--- config.mk ---
export PLATFORM = sky130hd
export DESIGN_NAME = cri_reset_init
export DESIGN_NICKNAME = d
export VERILOG_FILES = /design/src/cri_reset_init.v /design/src/cri_rst_qual.v
export VERILOG_INCLUDE_DIRS = /design/src
export SDC_FILE = /design/constraint.sdc
export NUM_CORES = 1
export LEC_CHECK = 0
export BUFFER_PORTS_ARGS = -buffer_cell sky130_fd_sc_hd__buf_2
export CAP_MARGIN = 10
export CORE_MARGIN = 2
export CORE_UTILIZATION = 50
export DETAILED_ROUTE_END_ITERATION = 16
export GPL_ROUTABILITY_DRIVEN = 0
export PLACE_DENSITY_LB_ADDON = 0.12
export RECOVER_POWER = 50
export SYNTH_ARGS = -nofsm -noshare
export SYNTH_HDL_FRONTEND = slang
export SYNTH_HIERARCHICAL = 1
export SYNTH_SLANG_ARGS = --single-unit
--- constraint.sdc ---
create_clock -name aclk -period 2.68 [get_ports aclk]
set_input_delay 0.402 -clock aclk [delete_from_list [all_inputs] [get_ports aclk]]
set_output_delay 0.402 -clock aclk [all_outputs]
set_load 0.005 [all_outputs]
--- src/cri_regs.vh ---
// Purpose: shared constants of the cpu reset initializer
// Assumes: included by bare name from each design file
// Notes: offsets are byte addresses on the axi4-lite register bus
`ifndef CRI_REGS_VH
`define CRI_REGS_VH

////////////////////////////////////////////////////////////////////////////////
// register offsets
`define CRI_OFS_STATUS 8'h00
`define CRI_OFS_PC 8'h04
`define CRI_OFS_SP 8'h08
`define CRI_OFS_SW 8'h0c
`define CRI_OFS_GEAR 8'h10
`define CRI_OFS_PORTF 8'h14

////////////////////////////////////////////////////////////////////////////////
// status word field positions
`define CRI_SW_MASK_HI 14
`define CRI_SW_MASK_LO 12
`define CRI_SW_WIDE_BIT 11
`define CRI_SW_BANK_HI 10
`define CRI_SW_BANK_LO 8

////////////////////////////////////////////////////////////////////////////////
// values loaded when a reset is accepted; CRI_SW_POR and CRI_PC_POR load at bus reset only
`define CRI_VEC_ADDR0 24'hffff00
`define CRI_VEC_ADDR1 24'hffff01
`define CRI_VEC_ADDR2 24'hffff02
`define CRI_SP_RESET 32'h00000100
`define CRI_MASK_RESET 3'h7
`define CRI_WIDE_RESET 1'h1
`define CRI_BANK_RESET 3'h0
`define CRI_SW_POR 16'h0000
`define CRI_PC_POR 24'h000000
`define CRI_GEAR_RESET 3'h4
`define CRI_PORTF_RESET 8'h00

////////////////////////////////////////////////////////////////////////////////
// timing: least low time of the reset pin, in system clocks
`define CRI_RST_MIN_SYSCLK 10
// oscillator cycles per system clock in the reset gear (fc/32)
`define CRI_GEAR_RESET_DIV 32
`define CRI_RST_MIN_CYC (`CRI_RST_MIN_SYSCLK * `CRI_GEAR_RESET_DIV)

`endif

--- src/cri_reset_init.v ---
// Purpose: reset acceptance and cpu state initialisation
// Assumes: aclk is fc at 100 MHz, vector bytes read over a byte port
// Notes: registers reached over axi4-lite, one aligned word each
// Summary of operation
// - reset selects gear one-sixteenth, fc over 32
// - program counter loaded from three vector bytes
// - stack pointer set to hex 100
// - interrupt mask level set to seven
// - wide address mode bit set to one
// - register bank pointer cleared to zero
// - core starts at vector-loaded program counter
// - other cpu state and ram untouched
// - peripheral io registers return to initial values
// - every port pin returns to general-purpose
`timescale 1ns/1ps
`include "cri_regs.vh"

module cri_reset_init #(
  parameter MIN_CYC = `CRI_RST_MIN_CYC
) (
  input wire aclk,
  input wire aresetn,
  input wire rst_pin_n,
  output reg core_hold_q,
  output reg core_start_q,
  output reg io_init_q,
  output reg sys_en_q,
  output reg [2:0] gear_q,
  output reg [7:0] port_func_q,
  output reg [23:0] pc_q,
  output reg [31:0] sp_q,
  output reg [15:0] sw_q,
  output reg vec_req_q,
  output reg [23:0] vec_addr_q,
  input wire vec_ack,
  input wire [7:0] vec_rdata,
  input wire [7:0] s_axi_awaddr,
  input wire s_axi_awvalid,
  output reg s_axi_awready,
  input wire [31:0] s_axi_wdata,
  input wire [3:0] s_axi_wstrb,
  input wire s_axi_wvalid,
  output reg s_axi_wready,
  output reg [1:0] s_axi_bresp,
  output reg s_axi_bvalid,
  input wire s_axi_bready,
  input wire [7:0] s_axi_araddr,
  input wire s_axi_arvalid,
  output reg s_axi_arready,
  output reg [31:0] s_axi_rdata,
  output reg [1:0] s_axi_rresp,
  output reg s_axi_rvalid,
  input wire s_axi_rready
);

  localparam ST_RUN = 3'h0;
  localparam ST_HOLD = 3'h1;
  localparam ST_FETCH = 3'h2;
  localparam ST_LOAD = 3'h3;

  wire accept;
  wire release_p;
  reg [2:0] state_q;
  reg [1:0] byte_q;
  reg [23:0] vec_q;
  reg [7:0] accept_cnt_q;
  reg [4:0] div_q;
  reg aw_have_q;
  reg w_have_q;
  reg [7:0] awaddr_q;
  reg [31:0] wdata_q;
  reg [3:0] wstrb_q;
  reg aresetn_seen_q;
  wire do_write;
  wire hw_load;
  wire [31:0] pc_merged;
  wire [31:0] sw_merged;

  ////////////////////////////////////////////////////////////////////////////
  // helpers
  function [31:0] merge;
    input [31:0] old;
    input [31:0] din;
    input [3:0] strb;
    integer i;
    begin
      merge = old;
      for (i = 0; i < 4; i = i + 1) begin
        if (strb[i]) begin
          merge[i*8 +: 8] = din[i*8 +: 8];
        end
      end
    end
  endfunction

  function mapped;
    input [7:0] a;
    begin
      mapped = (a == `CRI_OFS_STATUS) || (a == `CRI_OFS_PC) || (a == `CRI_OFS_SP) ||
               (a == `CRI_OFS_SW) || (a == `CRI_OFS_GEAR) || (a == `CRI_OFS_PORTF);
    end
  endfunction

  function [4:0] gear_top;
    input [2:0] g;
    begin
      case (g)
        3'h0: gear_top = 5'h01;
        3'h1: gear_top = 5'h03;
        3'h2: gear_top = 5'h07;
        3'h3: gear_top = 5'h0f;
        default: gear_top = 5'h1f;
      endcase
    end
  endfunction

  ////////////////////////////////////////////////////////////////////////////
  // reset pin qualifier
  cri_rst_qual #(
    .MIN_CYC(MIN_CYC)
  ) u_qual (
    .aclk(aclk),
    .aresetn(aresetn),
    .rst_pin_n(rst_pin_n),
    .accept_q(accept),
    .release_q(release_p)
  );

  ////////////////////////////////////////////////////////////////////////////
  // sequencer: hold, vector fetch, load, run
  always @(posedge aclk) begin
    if (!aresetn) begin
      state_q <= ST_HOLD;
      byte_q <= 2'h0;
      vec_q <= 24'h000000;
      vec_req_q <= 1'b0;
      vec_addr_q <= 24'h000000;
      core_hold_q <= 1'b1;
      core_start_q <= 1'b0;
      io_init_q <= 1'b1;
      accept_cnt_q <= 8'h00;
    end else begin
      core_start_q <= 1'b0;
      if (accept) begin
        if (state_q != ST_HOLD) begin
          accept_cnt_q <= accept_cnt_q + 8'h01;
        end
        state_q <= ST_HOLD;
        vec_req_q <= 1'b0;
        core_hold_q <= 1'b1;
        io_init_q <= 1'b1;
      end else begin
        case (state_q)
          ST_HOLD: begin
            if (release_p || !aresetn_seen_q) begin
              state_q <= ST_FETCH;
              byte_q <= 2'h0;
              io_init_q <= 1'b0;
              vec_req_q <= 1'b1;
              vec_addr_q <= `CRI_VEC_ADDR0;
            end
          end
          ST_FETCH: begin
            if (vec_ack) begin
              // byte 0 low, byte 2 high
              vec_q[byte_q*8 +: 8] <= vec_rdata;
              if (byte_q == 2'h2) begin
                vec_req_q <= 1'b0;
                state_q <= ST_LOAD;
              end else begin
                byte_q <= byte_q + 2'h1;
                vec_addr_q <= (byte_q == 2'h0) ? `CRI_VEC_ADDR1 : `CRI_VEC_ADDR2;
              end
            end
          end
          ST_LOAD: begin
            state_q <= ST_RUN;
            core_hold_q <= 1'b0;
            core_start_q <= 1'b1;
          end
          ST_RUN: begin
            core_hold_q <= 1'b0;
          end
          default: begin
            state_q <= ST_HOLD;
          end
        endcase
      end
    end
  end

  // after bus reset, boot once without waiting for a pin pulse
  always @(posedge aclk) begin
    if (!aresetn) begin
      aresetn_seen_q <= 1'b0;
    end else if (state_q == ST_FETCH) begin
      aresetn_seen_q <= 1'b1;
    end
  end

  assign hw_load = (state_q == ST_LOAD) && !accept;

  // byte-lane merges of a pending write into pc and sw
  assign pc_merged = merge({8'h00, pc_q}, wdata_q, wstrb_q);
  assign sw_merged = merge({16'h0000, sw_q}, wdata_q, wstrb_q);

  ////////////////////////////////////////////////////////////////////////////
  // axi4-lite write channel capture
  assign do_write = aw_have_q && w_have_q && !s_axi_bvalid;

  always @(posedge aclk) begin
    if (!aresetn) begin
      s_axi_awready <= 1'b1;
      s_axi_wready <= 1'b1;
      aw_have_q <= 1'b0;
      w_have_q <= 1'b0;
      awaddr_q <= 8'h00;
      wdata_q <= 32'h00000000;
      wstrb_q <= 4'h0;
      s_axi_bvalid <= 1'b0;
      s_axi_bresp <= 2'h0;
    end else begin
      if (s_axi_awvalid && s_axi_awready) begin
        aw_have_q <= 1'b1;
        awaddr_q <= s_axi_awaddr;
        s_axi_awready <= 1'b0;
      end
      if (s_axi_wvalid && s_axi_wready) begin
        w_have_q <= 1'b1;
        wdata_q <= s_axi_wdata;
        wstrb_q <= s_axi_wstrb;
        s_axi_wready <= 1'b0;
      end
      if (do_write) begin
        aw_have_q <= 1'b0;
        w_have_q <= 1'b0;
        s_axi_bvalid <= 1'b1;
        s_axi_bresp <= mapped(awaddr_q) ? 2'h0 : 2'h2;
      end
      if (s_axi_bvalid && s_axi_bready) begin
        s_axi_bvalid <= 1'b0;
        s_axi_awready <= 1'b1;
        s_axi_wready <= 1'b1;
      end
    end
  end

  ////////////////////////////////////////////////////////////////////////////
  // cpu-visible state; hardware load wins over a software write
  always @(posedge aclk) begin
    if (!aresetn) begin
      pc_q <= `CRI_PC_POR;
      sp_q <= `CRI_SP_RESET;
      sw_q <= `CRI_SW_POR;
    end else if (hw_load) begin
      pc_q <= vec_q;
      sp_q <= `CRI_SP_RESET;
      // flag bits of the status word keep their value
      sw_q[`CRI_SW_MASK_HI:`CRI_SW_MASK_LO] <= `CRI_MASK_RESET;
      sw_q[`CRI_SW_WIDE_BIT] <= `CRI_WIDE_RESET;
      sw_q[`CRI_SW_BANK_HI:`CRI_SW_BANK_LO] <= `CRI_BANK_RESET;
    end else if (do_write) begin
      if (awaddr_q == `CRI_OFS_PC) begin
        pc_q <= pc_merged[23:0];
      end
      if (awaddr_q == `CRI_OFS_SP) begin
        sp_q <= merge(sp_q, wdata_q, wstrb_q);
      end
      if (awaddr_q == `CRI_OFS_SW) begin
        // mode bit stored as written; software must keep it at one
        sw_q <= sw_merged[15:0];
      end
    end
  end

  ////////////////////////////////////////////////////////////////////////////
  // clock gear and port function, forced while reset is accepted
  always @(posedge aclk) begin
    if (!aresetn) begin
      gear_q <= `CRI_GEAR_RESET;
      port_func_q <= `CRI_PORTF_RESET;
    end else if (accept) begin
      gear_q <= `CRI_GEAR_RESET;
      port_func_q <= `CRI_PORTF_RESET;
    end else if (do_write) begin
      if ((awaddr_q == `CRI_OFS_GEAR) && wstrb_q[0]) begin
        gear_q <= (wdata_q[2:0] > `CRI_GEAR_RESET) ? `CRI_GEAR_RESET : wdata_q[2:0];
      end
      if ((awaddr_q == `CRI_OFS_PORTF) && wstrb_q[0]) begin
        port_func_q <= wdata_q[7:0];
      end
    end
  end

  // system clock enable: one pulse every 2 << gear oscillator cycles
  always @(posedge aclk) begin
    if (!aresetn) begin
      div_q <= 5'h00;
      sys_en_q <= 1'b0;
    end else if (accept || div_q >= gear_top(gear_q)) begin
      div_q <= 5'h00;
      sys_en_q <= !accept || (div_q >= gear_top(gear_q));
    end else begin
      div_q <= div_q + 5'h01;
      sys_en_q <= 1'b0;
    end
  end

  ////////////////////////////////////////////////////////////////////////////
  // axi4-lite read channel, answer one cycle after address
  always @(posedge aclk) begin
    if (!aresetn) begin
      s_axi_arready <= 1'b1;
      s_axi_rvalid <= 1'b0;
      s_axi_rdata <= 32'h00000000;
      s_axi_rresp <= 2'h0;
    end else begin
      if (s_axi_arvalid && s_axi_arready) begin
        s_axi_arready <= 1'b0;
        s_axi_rvalid <= 1'b1;
        s_axi_rresp <= mapped(s_axi_araddr) ? 2'h0 : 2'h2;
        case (s_axi_araddr)
          `CRI_OFS_STATUS: s_axi_rdata <= {16'h0000, accept_cnt_q, 3'h0,
                                           core_hold_q, accept, state_q};
          `CRI_OFS_PC: s_axi_rdata <= {8'h00, pc_q};
          `CRI_OFS_SP: s_axi_rdata <= sp_q;
          `CRI_OFS_SW: s_axi_rdata <= {16'h0000, sw_q};
          `CRI_OFS_GEAR: s_axi_rdata <= {29'h00000000, gear_q};
          `CRI_OFS_PORTF: s_axi_rdata <= {24'h000000, port_func_q};
          default: s_axi_rdata <= 32'h00000000;
        endcase
      end
      if (s_axi_rvalid && s_axi_rready) begin
        s_axi_rvalid <= 1'b0;
        s_axi_arready <= 1'b1;
      end
    end
  end

endmodule // cri_reset_init

--- src/cri_rst_qual.v ---
// Purpose: synchronise the reset pin and qualify its low time
// Assumes: aclk is the oscillator clock fc
// Notes: accept rises once the pin has been low for MIN_CYC cycles
`timescale 1ns/1ps
`include "cri_regs.vh"

module cri_rst_qual #(
  parameter MIN_CYC = `CRI_RST_MIN_CYC
) (
  input wire aclk,
  input wire aresetn,
  input wire rst_pin_n,
  output reg accept_q,
  output reg release_q
);

  reg sync1_q;
  reg sync2_q;
  reg [15:0] low_cnt_q;

  ////////////////////////////////////////////////////////////////////////////
  // two-stage synchroniser, counter sees only the second stage
  always @(posedge aclk) begin
    if (!aresetn) begin
      sync1_q <= 1'b1;
      sync2_q <= 1'b1;
    end else begin
      sync1_q <= rst_pin_n;
      sync2_q <= sync1_q;
    end
  end

  // low-time counter, accept level and one-cycle release pulse
  always @(posedge aclk) begin
    if (!aresetn) begin
      low_cnt_q <= 16'h0000;
      accept_q <= 1'b0;
      release_q <= 1'b0;
    end else begin
      release_q <= 1'b0;
      if (sync2_q) begin
        low_cnt_q <= 16'h0000;
        release_q <= accept_q;
        accept_q <= 1'b0;
      end else if (low_cnt_q == MIN_CYC[15:0] - 16'h0001) begin
        accept_q <= 1'b1;
      end else begin
        low_cnt_q <= low_cnt_q + 16'h0001;
      end
    end
  end

endmodule // cri_rst_qual

; Yosys cells after proc, flatten, opt, wreduce, memory -nomap -nowiden
; Cells that the tools add are included.
[totals]
register_bits = 262
input_bits = 69
output_inout_bits = 153
wordCells = 185
[op_classes]
add_sub_neg = 5
order_cmp = 3
eq_ne = 23
shift = 2
muxes = 38
n_bitwise = 4
reduce_logical = 67
[ops]
columns = operator, count
row1 = $pmux 32 s6, 1
row2 = $mux 24, 6
row3 = $pmux 24 s2, 1
row4 = $neg 5->34, 1
row5 = $shift 8x34->24 const A, 1
row6 = $shiftx 8x34->24, 1
row7 = $eq 8x4->1 const B, 4
row8 = $eq 8x5->1 const B, 4
row9 = $mux 8, 4
row10 = $mux 15, 2
row11 = $reduce_and 3->1, 10
row12 = $bwmux 24, 1
row13 = $pmux 5 s4, 1
row14 = $add 16x1->16 const B, 1
row15 = $eq 16x9->1 const B, 1
row16 = $eq 8x3->1 const B, 2
row17 = $logic_not 8->1, 2
row18 = $reduce_and 4->1, 4
row19 = $reduce_or 2->1, 8
row20 = $mux 5, 3
row21 = $mux 7, 2
row22 = $reduce_bool 2->1, 7
row23 = $logic_or 1x1->1, 13
row24 = $eq 3x2->1 const B, 4
row25 = other kinds (22), 58

; Longest topological paths before layout
[depth]
depth_word = 9
mapped_depth = 8
mapped_depth_nobuf = 6

; Hierarchy
; Netlist, hierarchy kept.
[by_module_without_submodules]
columns = module, instances, cells_per_inst, area_per_inst_um2, seq_area_each_um2
row1 = cri_reset_init, 1, 1068, 9487.8, 4364.2
row2 = cri_rst_qual, 1, 92, 909.6, 400.4

; Worst setup path after synthesis
; Ideal clock, no wire load.
[synth_timing]
path_type = flip-flop to flip-flop
startpoint = register awaddr_q[0]
endpoint = register sw_q[7]
setup_time_ps = 132
arrival_ps = 1924
t_required_ps = 2548
setup_slack_ps = 624
path_stages_with_launch = 8
n_path_buf = 3
period_less_slack_ps = 2056
path_cell_list = dfxtp_1 > or4_4 > buf_6 > or4_4 > buf_6 > buf_6 > o21ai_1 > a21oi_1
[synth_via]
elab_chain_cells = 2
[synth_lines]
columns = item, line
row1 = start: declaration, cri_reset_init.v:70  ; reg [7:0] awaddr_q;
row2 = start signal: assignment, cri_reset_init.v:225  ; awaddr_q <= s_axi_awaddr;
row3 = $eq 8x4->1 (no source line), -
row4 = $reduce_and 4->1 (no source line), -
row5 = end signal: assignment, cri_reset_init.v:254  ; sw_q <= `CRI_SW_POR;
row6 = end signal: indexed assignment, cri_reset_init.v:259  ; sw_q[`CRI_SW_MASK_HI:`CRI_SW_MASK_LO] <= `CRI_MASK_RESET;
row7 = end signal: indexed assignment, cri_reset_init.v:260  ; sw_q[`CRI_SW_WIDE_BIT] <= `CRI_WIDE_RESET;
row8 = end: declaration, cri_reset_init.v:32  ; output reg [15:0] sw_q,
; Every way passes these cells.
; A chain may end at the register's enable or synchronous reset.

; Worst setup path in the final report
[layout_timing]
startpoint = register s_axi_bvalid
endpoint = register sw_q[1]
[layout_via]
elab_chain_cells = 3
[layout_lines]
columns = item, line
row1 = start: declaration, cri_reset_init.v:45  ; output reg s_axi_bvalid,
row2 = start signal: assignment, cri_reset_init.v:220  ; s_axi_bvalid <= 1'b0;
row3 = start signal: assignment, cri_reset_init.v:237  ; s_axi_bvalid <= 1'b1;
row4 = start signal: assignment, cri_reset_init.v:241  ; s_axi_bvalid <= 1'b0;
row5 = $logic_not 1->1, cri_reset_init.v:209  ; assign do_write = aw_have_q && w_have_q && !s_axi_bvalid;
row6 = $logic_and 1x1->1, cri_reset_init.v:209
row7 = $reduce_and 4->1 (no source line), -
; Every way passes these cells.

==> summary.md <==
| Metric | Value |
|---|---|
| Status | `finished, final reports clean` |
| Slew @ Worst Pin | `about 0.96 ns` |
| Initial DRC count | `between 500 and 600` |
| CTS Buf Count | `25` |
| Initial Util | `51.2%` |
| Post-CTS Resized | `0` |
| Ys Warns | `6` |
| Fraction of layout cells with a size suffix above 1 | `between 20% and 30%` |
| First-pass GRT wire length | `44900 µm` |
| CP Data Arrival Time | `2.62 ns` |
| Unique masters post-synth | `69` |
| Pins over their slew limit | `0` |
| Clk Latency, worst-skew pair | `0.53 ns` |
| Critical Path RT | `about 3.1 ns` |
| Setup_tns | `0 ns` |
| H-tree depth | `1` |
| Worst Reg2Reg Path Length in Cells | `4` |
| PwrDens | `between 700 and 800 nW/µm²` |
| Die Span X | `between 100 and 150 µm` |
| CP Launch Point | `s_axi_bvalid` |
| Mapped cell area | `about 10000 µm²` |
| Main synth FF type | `dfxtp_1` |
| Worst Hold Class | `input pin to flip-flop` |
| Final Hold Fails | `0` |
| 1st-pass router iterations | `5` |
| Post-route cell area | `12300 µm²` |
| Largest fanout on the critical path | `17` |
| Max-cap violations | `0` |
| Static Leak | `just over 0.005 µW` |
| Initial antenna violation count | `2` |
| Max_slew headroom | `a little over a third` |
| R2R Path End | `sw_q[1]` |
| Tot Pwr | `8880 µW` |
| CTS max path bufs | `3` |
| Critical Path Sink Type | `flip-flop` |
| Die height | `around 150 µm` |
| Critical Path End | `sw_q[1]` |
| # setup viols final | `0` |
| DP Area | `approximately 12000 µm²` |
| Register bit total from synthesis | `roughly 240` |
| Fmax | `~0.44 GHz` |
| Post-synth EDFFs | `0` |
| Cells after synthesis | `between 1000 and 1500` |
| Asr flop ratio synth | `0%` |
| Max VDD drop | `about 530 µV` |
| Die area | `around 22000 µm²` |
| Vias | `around 9000` |
| Final net count | `~1400` |
| Port bufs | `between 200 and 250` |
| FF-to-FF setup slack | `0.43 ns` |
| Hold_ws | `0.0571 ns` |
| Tmin final | `approximately 2.3 ns` |
| Largest net degree at the start of global routing | `43` |
| Reg-to-Reg Start | `s_axi_bvalid` |
| Detailed Route WL | `~29000 µm` |
| GR Util All Layers | `~25%` |
| Post-CTS setup buffer count | `0` |
| RSZ-0062 raised after global routing | `no` |
| CORE AREA | `20300 µm²` |
| CP startpoint kind | `flip-flop` |
| Root Driver | `clkbuf_16` |
| DRT antenna net count | `0` |
| Worst Setup Path Type | `flip-flop to flip-flop` |
| Worst-path clk slew | `0.06 ns` |
| Sink Count | `roughly 240` |
| Vias in the first global route | `8350` |
| Layout area overhead | `18.4%` |
| Hpwl dp | `21100 µm` |
| Avg Vias per Cell | `approximately 5.6` |
| Final Cycle Share | `between 80% and 90%` |
| Top Ports | `~220` |
| Post-synthesis sequential area ratio | `between 40% and 50%` |
| Residual DRC | `0` |
| Detailed-route wire length per cell | `17.7 µm` |
| Core Rows | `52` |
| CTS tree | `done` |
| Fin Clk Skew | `0.00951 ns` |
| Overflow after GRT | `0` |
| Post-CTS Hold Buffers | `0` |
| Syn avg cell area | `roughly 9.0 µm²` |
## synthesized netlist by cell type, types with 4 or more instances
master / instances / area share [%]
and4_1: 4 / 0.34
a31oi_1: 8 / 0.48
and3_1: 5 / 0.30
a21oi_1: 109 / 5.2
nor3_1: 7 / 0.34
a22oi_1: 19 / 1.4
dfxtp_1: 238 / 46
o211a_1: 16 / 1.5
o21ai_0: 55 / 2.6
nand3_1: 65 / 3.1
nor2_1: 91 / 3.3
buf_4: 23 / 1.7
inv_1: 15 / 0.54
nor4_4: 6 / 1.2
or3_1: 4 / 0.24
nand3b_1: 7 / 0.51
and2_1: 9 / 0.54
nand4_1: 9 / 0.54
ha_1: 16 / 1.9
a2bb2oi_1: 8 / 0.67
nor2b_1: 11 / 0.66
buf_2: 8 / 0.39
nand2b_1: 16 / 0.96
mux2i_1: 69 / 6.6
xnor2_1: 5 / 0.42
a221o_1: 15 / 1.4
mux2_2: 12 / 1.3
nand2_1: 163 / 5.9
or4bb_1: 6 / 0.65
xor2_1: 15 / 1.3
clkbuf_1: 51 / 1.8
buf_1: 11 / 0.40
o21ai_1: 10 / 0.48
## sequential cells by signal, indices dropped and copies added (netlist names), 16 cells and up
name              count
u_qual/low_cnt_q     16
vec_q                24
pc_q                 24
wdata_q              32
s_axi_rdata          32
sw_q                 16
sp_q                 32
## metal layers
layer | routed length, µm | global-route usage, % | up-vias
li1 | - | - | 4429
met1 | 13000 | 35.4 | 4263
met2 | 13100 | 40.4 | 342
met3 | 2280 | 4.85 | 40
met4 | 522 | 6.67 | 2
met5 | 13 | 0 | -
## worst min path at each step
stage,startpoint,endpoint,slack [ns],depth (start not counted)
3_3_place_gp,u_qual/sync1_q,u_qual/sync2_q,0.41,1
3_5_place_dp,u_qual/sync1_q,u_qual/sync2_q,0.41,1
4_1_cts,rst_pin_n,u_qual/sync1_q,0.06,2
2_1_floorplan,u_qual/sync1_q,u_qual/sync2_q,0.39,1
6_report,rst_pin_n,u_qual/sync1_q,0.06,2
5_1_grt,rst_pin_n,u_qual/sync1_q,0.06,2
## layout by cell type (no fill, tap or decap), types with 10 or more instances in the layout
cell type  count
a21oi_1      109
o21ai_1       10
nor2_1        91
nor2b_1       10
a22oi_1       19
nand2b_1      16
nand2_1      163
clkbuf_16     25
nand4_1       10
mux2i_1       69
nand3_1       65
a221o_1       15
ha_1          16
inv_1         15
xor2_1        15
clkbuf_1      54
buf_2        166
mux2_2        12
o21ai_0       55
o211a_1       16
buf_4         24
dfxtp_1      238
## area by class of cell
cell class / count / area (µm²)
Timing Repair Buffer: 243 / 1230
Tap cell: 270 / 338
Antenna cell: 1 / 2.50
Multi-Input combinational cell: 817 / 5110
Fill cell: 1870 / 7990
Sequential cell: 238 / 4760
Inverter: 16 / 61.3
Clock buffer: 33 / 696
Clock inverter: 11 / 114
## through the flow
step	worst slack, ns	cells	util, %
3_5_place_dp	0.450	1584	57.1
6_report	0.429	1629	60.7
4_1_cts	0.491	1628	61.1
3_3_place_gp	0.482	1584	57.1
5_1_grt	0.281	1628	60.6
2_1_floorplan	0.624	1167	-
## cells by family (layout without fill, tap and decap cells)
| kind of cell | Yosys count | count (layout) | synth area share, % |
|---|---|---|---|
| AO/OA/AOI/OAI | 257 | 257 | 15.6 |
| adder cells (fa/ha/maj) | 16 | 16 | 1.93 |
| multiplexers | 83 | 83 | 8.38 |
| other | 1 | 9 | 0.0361 |
| buffers and inverters | 112 | 303 | 5.19 |
| flip-flops | 238 | 238 | 45.8 |
| XOR/XNOR | 20 | 20 | 1.68 |
| AND/OR/NAND/NOR | 433 | 433 | 21.4 |
## critical path: stages, from the launching register on
cell      delay, ns
dfxtp_1        0.34
nand3b_1       0.59
or4_4          0.84
o21ai_0        0.23
a21oi_1        0.09
## power breakdown
part | switching [µW] | internal [µW]
sequential | 275 | 3760
clock | 1410 | 2010
combinational | 796 | 619
total | 2480 | 6390
No activity file was read; power rests on OpenSTA's default activity.
